### config.mk
export PLATFORM = sky130hd
export DESIGN_NAME = dsr_command_decoder
export DESIGN_NICKNAME = d
export VERILOG_FILES = /design/src/shared/dsr_pkg.sv /design/src/shared/dsr_reply_if.sv /design/src/design/dsr_byte_serialiser.sv /design/src/design/dsr_sw_reset_timer.sv /design/src/design/dsr_command_decoder.sv
export SDC_FILE = /design/constraint.sdc
export NUM_CORES = 1
export LEC_CHECK = 0
export ABC_AREA = 1
export BUFFER_PORTS_ARGS = -buffer_cell sky130_fd_sc_hd__buf_2
export CAP_MARGIN = 20
export CORE_ASPECT_RATIO = 0.6
export CORE_MARGIN = 2
export CORE_UTILIZATION = 25
export CTS_CLUSTER_SIZE = 16
export DETAILED_ROUTE_END_ITERATION = 16
export GPL_TIMING_DRIVEN = 0
export PLACE_DENSITY_LB_ADDON = 0.08
export SKIP_LAST_GASP = 1
export SYNTH_ARGS = -nofsm -noshare
export SYNTH_HDL_FRONTEND = slang
export SYNTH_SLANG_ARGS = --single-unit
### constraint.sdc
create_clock -name clk_sys -period 2.13 [get_ports clk_sys]
set_input_delay 0.1065 -clock clk_sys [delete_from_list [all_inputs] [get_ports clk_sys]]
set_output_delay 0.1065 -clock clk_sys [all_outputs]
set_load 0.02 [all_outputs]
### src/shared/dsr_pkg.sv
// package: command codes, status field positions and reset values
package dsr_pkg;
    localparam logic [7:0] CMD_NOP = 8'h00;
    localparam logic [7:0] CMD_SOFT_RESET = 8'h01;
    localparam logic [7:0] CMD_READ_IDENT = 8'h04;
    localparam logic [7:0] CMD_READ_STATUS = 8'h09;
    localparam logic [7:0] CMD_READ_POWER = 8'h0A;
    localparam logic [7:0] CMD_READ_ACCESS = 8'h0B;
    localparam logic [7:0] CMD_READ_PIXFMT = 8'h0C;
    localparam logic [2:0] NUM_IDENT_BYTES = 3'h3;
    localparam logic [2:0] NUM_STATUS_BYTES = 3'h4;
    localparam logic [2:0] NUM_SINGLE_BYTES = 3'h1;
    localparam logic [7:0] ACCESS_RESET = 8'h00;
    localparam logic [2:0] PIXFMT_RESET = 3'h7;
    localparam logic [2:0] PIXFMT_PARALLEL = 3'h7;
    localparam logic [2:0] PIXFMT_COMMAND = 3'h0;
    localparam logic [2:0] GAMMA_RESET = 3'h0;
    localparam int UPDATE_TIME_US = 5000;
    localparam int CLK_MHZ = 125;
    localparam int UPDATE_CYCLES = UPDATE_TIME_US * CLK_MHZ;
    // status word bit positions
    localparam int ST_BOOSTER = 31;
    localparam int ST_ACCESS_LO = 23;
    localparam int ST_PIXFMT_LO = 20;
    localparam int ST_IDLE = 19;
    localparam int ST_PARTIAL = 18;
    localparam int ST_SLEEP_OUT = 17;
    localparam int ST_NORMAL = 16;
    localparam int ST_VSCROLL = 15;
    localparam int ST_HSCROLL = 14;
    localparam int ST_INVERT = 13;
    localparam int ST_ALL_ON = 12;
    localparam int ST_ALL_OFF = 11;
    localparam int ST_DISP_ON = 10;
    localparam int ST_TEAR_ON = 9;
    localparam int ST_GAMMA_LO = 6;
    localparam int ST_TEAR_MODE = 5;
    localparam int ST_HSYNC = 4;
    localparam int ST_VSYNC = 3;
    localparam int ST_PCLK = 2;
    localparam int ST_PARITY = 0;
    typedef enum {DSR_IDLE, DSR_READ, DSR_BUSY} dsr_state_t;
endpackage : dsr_pkg

### src/shared/dsr_reply_if.sv
// interface: reply word and byte count between decoder and byte serialiser
`timescale 1ns/10ps
interface dsr_reply_if;
    logic load;
    logic [31:0] word;
    logic [2:0] count;
    logic pop;
    logic [7:0] data;
    logic busy;
    modport src (output load, output word, output count, output pop, input data, input busy);
    modport ser (input load, input word, input count, input pop, output data, output busy);
endinterface : dsr_reply_if

### src/design/dsr_byte_serialiser.sv
// byte serialiser: hands out reply word bytes, most significant first
`timescale 1ns/10ps
module dsr_byte_serialiser (
    input wire logic clk_sys, // system clock
    input wire logic reset, // synchronous reset
    dsr_reply_if.ser rep // reply channel
);
    logic [31:0] word_q;
    logic [2:0] left_q;
    wire logic take_next = rep.pop && (left_q != 3'h0);
    // left-justify so the first byte always sits in the top lane
    wire logic [31:0] aligned = rep.word << (6'(3'h4 - rep.count) * 6'h08);

    always_ff @(posedge clk_sys)
    begin
        if (reset)
        begin
            word_q <= 32'h0000_0000;
            left_q <= 3'h0;
        end
        else if (rep.load)
        begin
            word_q <= aligned;
            left_q <= rep.count;
        end
        else if (take_next)
        begin
            word_q <= {word_q[23:0], 8'h00};
            left_q <= left_q - 3'h1;
        end
    end

    assign rep.data = word_q[31:24];
    assign rep.busy = left_q != 3'h0;

    count_drop_a: assert property (@(posedge clk_sys) disable iff (reset)
        take_next && !rep.load |=> left_q == $past(left_q) - 3'h1)
        else $error("byte count did not drop on a read cycle");
endmodule : dsr_byte_serialiser

### src/design/dsr_sw_reset_timer.sv
// timer: holds the register update window after a software reset
`timescale 1ns/10ps
module dsr_sw_reset_timer #(
    parameter int CYCLES = dsr_pkg::UPDATE_CYCLES
) (
    input wire logic clk_sys, // system clock
    input wire logic reset, // synchronous reset
    input wire logic start, // soft reset accepted
    output logic active // update window open
);
    logic [31:0] count_q;

    always_ff @(posedge clk_sys)
    begin
        if (reset)
            count_q <= 32'h0000_0000;
        else if (start)
            count_q <= 32'(CYCLES);
        else if (count_q != 32'h0000_0000)
            count_q <= count_q - 32'h0000_0001;
    end

    assign active = count_q != 32'h0000_0000;

    window_len_a: assert property (@(posedge clk_sys) disable iff (reset)
        start |=> active [*8])
        else $error("update window closed too early");
endmodule : dsr_sw_reset_timer

### src/design/dsr_command_decoder.sv
// command decoder for basic control and status read commands
// Operation
// - command 00h changes no state; it only ends a memory transfer.
// - command 01h blanks display, reloads reset defaults, enters sleep-in.
// - software reset leaves frame memory contents untouched.
// - command 04h returns maker, version, then module identifier bytes.
// - status bit 31 shows booster on.
// - status bits 30..23 mirror access control bits 7..0.
// - status bits 19..16 give idle, partial, sleep-out, normal mode.
// - bit 15 is vertical scroll; bit 14 always zero.
// - bits 13..10 give inversion, all on, all off, display on.
// - bit 9 shows tearing output enabled.
// - bits 8..6 give selected gamma curve code.
// - bit 5 gives tearing output mode.
// - bits 4..2 sample hsync, vsync, pixel clock at command receipt.
// - bit 1 always zero; bit 0 shows link parity error.
// - command 0Ah returns idle, sleep-out, normal, display-on in one byte.
// - command 0Bh returns access control bits 7,6,3,1,0; others zero.
`timescale 1ns/10ps
module dsr_command_decoder #(
    parameter int UPDATE_CYCLES = dsr_pkg::UPDATE_CYCLES,
    parameter logic [7:0] MAKER_ID = 8'h5A, // arbitrary value
    parameter logic MODULE_TYPE = 1'b1,
    parameter logic [6:0] VERSION_ID = 7'h01, // arbitrary value
    parameter logic [7:0] MODULE_ID = 8'h3C // arbitrary value
) (
    input wire logic clk_sys, // system clock
    input wire logic reset, // synchronous reset
    input wire logic cmd_valid, // command byte strobe
    input wire logic [7:0] cmd_code, // command byte
    input wire logic rd_strobe, // host read cycle
    input wire logic booster_on, // booster running
    input wire logic idle_on, // idle mode
    input wire logic partial_on, // partial mode
    input wire logic sleep_out, // sleep-out mode
    input wire logic normal_on, // normal display mode
    input wire logic vscroll_on, // vertical scrolling
    input wire logic invert_on, // inversion
    input wire logic all_on, // all pixels on
    input wire logic all_off, // all pixels off
    input wire logic display_on, // display on
    input wire logic tear_on, // tearing output on
    input wire logic tear_mode, // tearing output mode
    input wire logic [2:0] gamma_sel, // gamma curve code
    input wire logic [7:0] access_ctrl, // stored access control byte
    input wire logic [2:0] pixel_fmt, // interface pixel format
    input wire logic hsync_in, // parallel hsync level
    input wire logic vsync_in, // parallel vsync level
    input wire logic parallel_pixel_clock, // parallel pixel clock level
    input wire logic parity_err, // link parity error seen
    output logic [7:0] rd_data, // parameter byte
    output logic rd_valid, // parameter byte pending
    output logic soft_reset_pulse, // reload defaults request
    output logic blank_display, // display forced blank
    output logic sleep_in_state, // forced sleep-in
    output logic updating, // registers being updated
    output logic transfer_end // ends memory transfer
);
    ////////////////////////////////////////////////////////////////////
    dsr_reply_if rep();
    dsr_pkg::dsr_state_t state_q, state_d;
    logic [7:0] rd_data_q;
    logic rd_valid_q, srst_q, blank_q, sleep_q, upd_q, tend_q;
    logic timer_active;

    ////////////////////////////////////////////////////////////////////
    wire logic is_nop = cmd_valid && cmd_code == dsr_pkg::CMD_NOP;
    wire logic is_srst = cmd_valid && cmd_code == dsr_pkg::CMD_SOFT_RESET;
    wire logic is_ident = cmd_valid && cmd_code == dsr_pkg::CMD_READ_IDENT;
    wire logic is_status = cmd_valid && cmd_code == dsr_pkg::CMD_READ_STATUS;
    wire logic is_power = cmd_valid && cmd_code == dsr_pkg::CMD_READ_POWER;
    wire logic is_access = cmd_valid && cmd_code == dsr_pkg::CMD_READ_ACCESS;
    wire logic is_pixfmt = cmd_valid && cmd_code == dsr_pkg::CMD_READ_PIXFMT;
    wire logic is_read = is_ident || is_status || is_power || is_access || is_pixfmt;

    // identification word, low three bytes used
    wire logic [31:0] ident_word = {8'h00, MAKER_ID, MODULE_TYPE, VERSION_ID, MODULE_ID};

    logic [31:0] status_word;
    always_comb
    begin
        status_word = 32'h0000_0000;
        status_word[dsr_pkg::ST_BOOSTER] = booster_on;
        status_word[dsr_pkg::ST_ACCESS_LO +: 8] = access_ctrl;
        status_word[dsr_pkg::ST_PIXFMT_LO +: 3] = pixel_fmt;
        status_word[dsr_pkg::ST_IDLE] = idle_on;
        status_word[dsr_pkg::ST_PARTIAL] = partial_on;
        status_word[dsr_pkg::ST_SLEEP_OUT] = sleep_out && !sleep_q;
        status_word[dsr_pkg::ST_NORMAL] = normal_on;
        status_word[dsr_pkg::ST_VSCROLL] = vscroll_on;
        status_word[dsr_pkg::ST_INVERT] = invert_on;
        status_word[dsr_pkg::ST_ALL_ON] = all_on;
        status_word[dsr_pkg::ST_ALL_OFF] = all_off;
        status_word[dsr_pkg::ST_DISP_ON] = display_on && !blank_q;
        status_word[dsr_pkg::ST_TEAR_ON] = tear_on;
        status_word[dsr_pkg::ST_GAMMA_LO +: 3] = gamma_sel;
        status_word[dsr_pkg::ST_TEAR_MODE] = tear_mode;
        // line levels caught in the cycle the command arrives
        status_word[dsr_pkg::ST_HSYNC] = hsync_in;
        status_word[dsr_pkg::ST_VSYNC] = vsync_in;
        status_word[dsr_pkg::ST_PCLK] = parallel_pixel_clock;
        status_word[dsr_pkg::ST_PARITY] = parity_err;
    end

    wire logic [7:0] power_byte = {1'b0, idle_on, 1'b0, sleep_out && !sleep_q,
        normal_on, display_on && !blank_q, 2'b00};
    wire logic [7:0] access_byte = {access_ctrl[7:6], 2'b00, access_ctrl[3], 1'b0,
        access_ctrl[1:0]};
    wire logic [7:0] pixfmt_byte = {1'b0, dsr_pkg::PIXFMT_PARALLEL, 1'b0,
        dsr_pkg::PIXFMT_COMMAND};

    wire logic [31:0] reply_word = is_ident ? ident_word :
        is_status ? status_word :
        is_power ? {24'h00_0000, power_byte} :
        is_access ? {24'h00_0000, access_byte} :
        {24'h00_0000, pixfmt_byte};
    wire logic [2:0] reply_count = is_ident ? dsr_pkg::NUM_IDENT_BYTES :
        is_status ? dsr_pkg::NUM_STATUS_BYTES : dsr_pkg::NUM_SINGLE_BYTES;

    ////////////////////////////////////////////////////////////////////
    // a new read command while bytes remain discards the rest of the reply
    assign rep.load = is_read;
    assign rep.word = reply_word;
    assign rep.count = reply_count;
    assign rep.pop = rd_strobe && !is_read;

    dsr_byte_serialiser u_ser (
        .clk_sys(clk_sys),
        .reset(reset),
        .rep(rep)
    );

    dsr_sw_reset_timer #(.CYCLES(UPDATE_CYCLES)) u_timer (
        .clk_sys(clk_sys),
        .reset(reset),
        .start(is_srst),
        .active(timer_active)
    );

    ////////////////////////////////////////////////////////////////////
    always_comb
    begin
        state_d = state_q;
        case (state_q)
            dsr_pkg::DSR_IDLE:
                if (is_srst)
                    state_d = dsr_pkg::DSR_BUSY;
                else if (is_read)
                    state_d = dsr_pkg::DSR_READ;
            dsr_pkg::DSR_READ:
                if (is_srst)
                    state_d = dsr_pkg::DSR_BUSY;
                else if (!rep.busy && !is_read)
                    state_d = dsr_pkg::DSR_IDLE;
            dsr_pkg::DSR_BUSY:
                if (!timer_active && !is_srst)
                    state_d = dsr_pkg::DSR_IDLE;
            default:
                state_d = dsr_pkg::DSR_IDLE;
        endcase
    end

    // blank and sleep stay forced until the host issues a command other than NOP, soft reset or a read
    wire logic clear_force = cmd_valid && !is_srst && !is_nop && !is_read;

    always_ff @(posedge clk_sys)
    begin
        if (reset)
        begin
            state_q <= dsr_pkg::DSR_IDLE;
            rd_data_q <= 8'h00;
            rd_valid_q <= 1'b0;
            srst_q <= 1'b0;
            blank_q <= 1'b1;
            sleep_q <= 1'b1;
            upd_q <= 1'b0;
            tend_q <= 1'b0;
        end
        else
        begin
            state_q <= state_d;
            rd_data_q <= rep.busy ? rep.data : 8'h00;
            rd_valid_q <= rep.busy;
            // frame memory is not touched, only control registers reload
            srst_q <= is_srst;
            if (is_srst)
            begin
                blank_q <= 1'b1;
                sleep_q <= 1'b1;
            end
            else if (clear_force)
            begin
                blank_q <= 1'b0;
                sleep_q <= 1'b0;
            end
            upd_q <= timer_active;
            tend_q <= is_nop;
        end
    end

    assign rd_data = rd_data_q;
    assign rd_valid = rd_valid_q;
    assign soft_reset_pulse = srst_q;
    assign blank_display = blank_q;
    assign sleep_in_state = sleep_q;
    assign updating = upd_q;
    assign transfer_end = tend_q;

    ////////////////////////////////////////////////////////////////////
    nop_quiet_a: assert property (@(posedge clk_sys) disable iff (reset)
        is_nop |=> !srst_q && blank_q == $past(blank_q) && sleep_q == $past(sleep_q))
        else $error("no-operation changed state");
    srst_effect_a: assert property (@(posedge clk_sys) disable iff (reset)
        is_srst |=> srst_q && blank_q && sleep_q ##1 updating)
        else $error("soft reset did not blank and sleep");
    // first reply byte stands on the output from the first edge after the command, checked at the second
    ident_first_a: assert property (@(posedge clk_sys) disable iff (reset)
        is_ident |=> ##1 rd_valid && rd_data == MAKER_ID)
        else $error("first identification byte wrong");
    status_top_a: assert property (@(posedge clk_sys) disable iff (reset)
        is_status |=> ##1 rd_valid && rd_data[7] == $past(booster_on, 2))
        else $error("status top byte wrong");
    power_byte_a: assert property (@(posedge clk_sys) disable iff (reset)
        is_power |=> ##1 rd_valid && rd_data[7] == 1'b0 && rd_data[1:0] == 2'b00)
        else $error("power mode reserved bits set");
    access_byte_a: assert property (@(posedge clk_sys) disable iff (reset)
        is_access |=> ##1 rd_valid && rd_data[5:4] == 2'b00 && rd_data[2] == 1'b0)
        else $error("access control reserved bits set");
    pixfmt_byte_a: assert property (@(posedge clk_sys) disable iff (reset)
        is_pixfmt |=> ##1 rd_valid && rd_data == 8'h70)
        else $error("pixel format byte wrong");
    single_done_a: assert property (@(posedge clk_sys) disable iff (reset)
        is_power ##1 !cmd_valid ##1 (rd_strobe && !cmd_valid) |=> ##1 !rd_valid)
        else $error("single byte reply ran long");
endmodule : dsr_command_decoder

==> flow_summary.toml <==
[run_status]
outcome = "finished clean"

[critical_path]
critPathMaxFanout = 5
startpoint_type = "register"
worstSetupPathType = "register to register"
timing.rr.end = "u_timer.count_q[26]"
startpoint = "u_timer.count_q[0]"
rr_startpoint = "u_timer.count_q[0]"
worstRegToRegCells = 8
cp.required_ns = 2.40
setup.worst_path.end = "u_timer.count_q[26]"
crit_path_end_kind = "register"
rrSetupSlack_ns = 0.26
crit_arrival_ns = 2.14

[cells_and_area]
n_fill_cell = 1842
antennaDiodeCount = 0
area_growth_pct = 21.2
layout.nets = 738
multi_input_area_um2 = 2200
ff_latch_area_um2 = 1600
utilization_pct = 30.9
drive_gt1_share_pct = 14.5

[power_and_ir_drop]
peakVddDrop_mv = 0.484
combinationalPowerShare_pct = 49.2
power_frac_seq_pct = 28.8
cell_internal_pwr_w = 0.00454
leakagePower_nw = 2.35
p_sw_share_pct = 44.3
clockPowerShare_pct = 22.0
switchingPower_w = 0.00361
powerDensity_nw_per_um2 = 1630

[global_route]
antenna_found_initial = 0
grt_max_degree = 15
grt.total_usage_pct = 16.6
grt_pass1_wl_um = 21800
grt_overflow = 0
first_global_vias = 3950

[sta]
period_minus_slack_ns = 1.87
rsz0062_at_grt = "false"
timing.setup.tns_ns = 0
period_share_pct = 87.8
setup_viol_count_final = 0
clock_skew_ns = 0.00754
worst_pin_slew_ns = 0.655
fmax_ghz = 0.534
maxSlewHeadroom_pct = 56.3
drv_slew = 0
finalHoldViolCount = 0

[logic_synthesis]
synthSimpleGateAreaFrac_pct = 39.9
synth_adder_area_share_pct = 1.21
synth-compound-area-share_pct = 6.98
synthMuxAreaShare_pct = 0
netlist_area_um2 = 4120
synth_fp_nets = 674
ys_seq_area_share_pct = 38.9
synthXorXnorAreaFrac_pct = 5.31
yosys_warnings = 0
postSynthCellCount = 628
ys_types = 34
ys_ff_latch = 80
synth.avg_cell_area_um2 = 6.56
synth_top_family_by_area = "simple AND/OR/NAND/NOR gates"

[die]
start_util_pct = 25.5
core_region_area_um2 = 16200
num_io_pins = 56
rows = 36
die_h_um = 103
fp.dieArea_um2 = 17600
die_width_um = 170

[cts]
numCtsBuffers = 9
htree_levels = 3
clk_pin_slew_ns = 0.07
clk_latency_ns = 0.34
clockBufferDepth = 2
clockRootBuffer = "clkbuf_16"
cts_tree = "done"
clkSinkCount = 80
post_cts_buffers = 0

[drt]
routed_via_density = 4.60
dr.pass1.iters = 5
vias = 4166
drcViolationCount = 0
wire_per_inst_um = 15.1
wl_um = 13700
final_antenna_net_count = 0
drtIter0Drc = 246

[placed_design]
place_hpwl_um = 10900
port_buffers = 53
finalWeightedCongestion = 0.921

[job]
drv_cap = 0

[min_path]
min_from = "hsync_in"
hold_path_class = "primary input to register"
[timing repair]
| item | in CTS | in global routing |
|---|---|---|
| setup endpoints to repair | 0 | 9 |
| hold buffers | 0 | 0 |
| gates resized for setup | 0 | 2 |
| endpoints found under the hold margin | 0 | 0 |
[worst min-delay path by stage]
stage	end	cells past startpoint
floorplan	transfer_end	1
global placement	u_ser.word_q[8]	3
detailed placement	u_ser.word_q[8]	3
CTS	u_ser.word_q[4]	3
global route	u_ser.word_q[5]	3
finish	u_ser.word_q[4]	3
[worst max-delay path, cell delays in order, from the launching register on]
cell     delay, ns
dfxtp_1       0.31
inv_1         0.13
ha_1          0.27
nand2_1       0.14
nor3b_1       0.43
nand3_1       0.21
xnor2_1       0.18
nand2_1       0.06
nor2_1        0.08
[cell type report]
type	instances	area share [%]
sequential	80	32.1
clock buffer	9	4.51
multi-input combinational	473	44.1
buffer	23	2.51
inverter	52	3.91
timing repair buffer	53	5.31
clock inverter	7	2.40
tap	209	5.24
[power by group through the flow]
| stage | combinational, W | sequential, W | clock, W |
|---|---|---|---|
| after floorplan | 0.00296 | 0.00231 | 0 |
| after global placement | 0.00397 | 0.00238 | 0 |
| after CTS | 0.00398 | 0.00234 | 0.00185 |
| after global routing | 0.00457 | 0.00242 | 0.00191 |
| final | 0.00401 | 0.00235 | 0.00180 |
| after detailed placement | 0.00396 | 0.00237 | 0 |
[cells in the final DEF, fill, tap and decap left out, drive strengths merged, types with 2 or more instances in the layout]
cell,count
nor2,164
nand2,143
dfxtp,80
buf,71
inv,52
nand3,47
o21ai,29
a21oi,18
xnor2,17
nand4,16
nor3,14
clkbuf,14
xor2,8
ha,4
or2,3
bufinv,3
clkinv,3
a211oi,2
o21a,2
[synth_stat cells]
library cell	n	area share (%)
nand3b_1	1	0.18
nor2_2	1	0.15
a21oi_1	18	2.2
nand4_2	1	0.30
nor3_1	13	1.6
nand3_2	1	0.24
nor3b_1	1	0.18
or2_2	3	0.46
nand3_4	1	0.43
ha_1	4	1.2
dfxtp_1	80	39
a31o_2	1	0.21
nor2_4	2	0.55
clkbuf_1	5	0.46
buf_4	5	0.91
buf_6	1	0.27
xnor2_1	17	3.6
nand3_1	45	5.5
o21a_1	2	0.36
o21ai_1	6	0.73
nand2_1	143	13
nor2_1	161	15
o21ai_0	23	2.8
nor3_2	1	0.24
xor2_1	8	1.7
and2_1	1	0.15
nand4_1	15	2.3
inv_1	47	4.3
o22ai_1	1	0.15
buf_2	9	1.1
buf_1	3	0.27
inv_2	5	0.46
a21o_1	1	0.18
a211oi_1	2	0.36
[per-layer routing]
metal / vias to the layer above / track usage [%] / wire length, µm
li1: 2116 / - / -
met1: 1921 / 27.6 / 8110
met5: - / 0 / 0
met4: 0 / 3.16 / 82
met3: 6 / 3.81 / 968
met2: 123 / 20.4 / 4540
[registers in the layout (all words and copies together), names as in the netlist]
register / count
u_ser.word_q: 32
u_timer.count_q: 32
rd_data: 8
u_ser.left_q: 3
rd_valid: 1
sleep_in_state: 1
soft_reset_pulse: 1
transfer_end: 1
updating: 1
[per-stage QoR]
step	hold WS (ns)	instances	cell area [µm²]	worst slack (ns)	total power, W
6_report	0.0237	906	4990	0.259	0.00816
5_1_grt	0.0403	906	4990	0.0764	0.00890
4_1_cts	0.0122	906	4990	0.173	0.00817
3_5_place_dp	0.370	890	4650	0.118	0.00633
3_3_place_gp	0.366	890	4650	0.141	0.00635
2_1_floorplan	0.184	628	4120	0.677	0.00526
[kinds of logic (layout without fill, tap and decap cells)]
logic type,after synthesis,count (layout)
AND/OR/NAND/NOR,390,390
flip-flops,80,80
buffers and inverters,75,144
AO/OA/AOI/OAI,54,54
XOR/XNOR,25,25
adder cells (fa/ha/maj),4,4
Note: power is estimated with default switching activity, not from simulation.
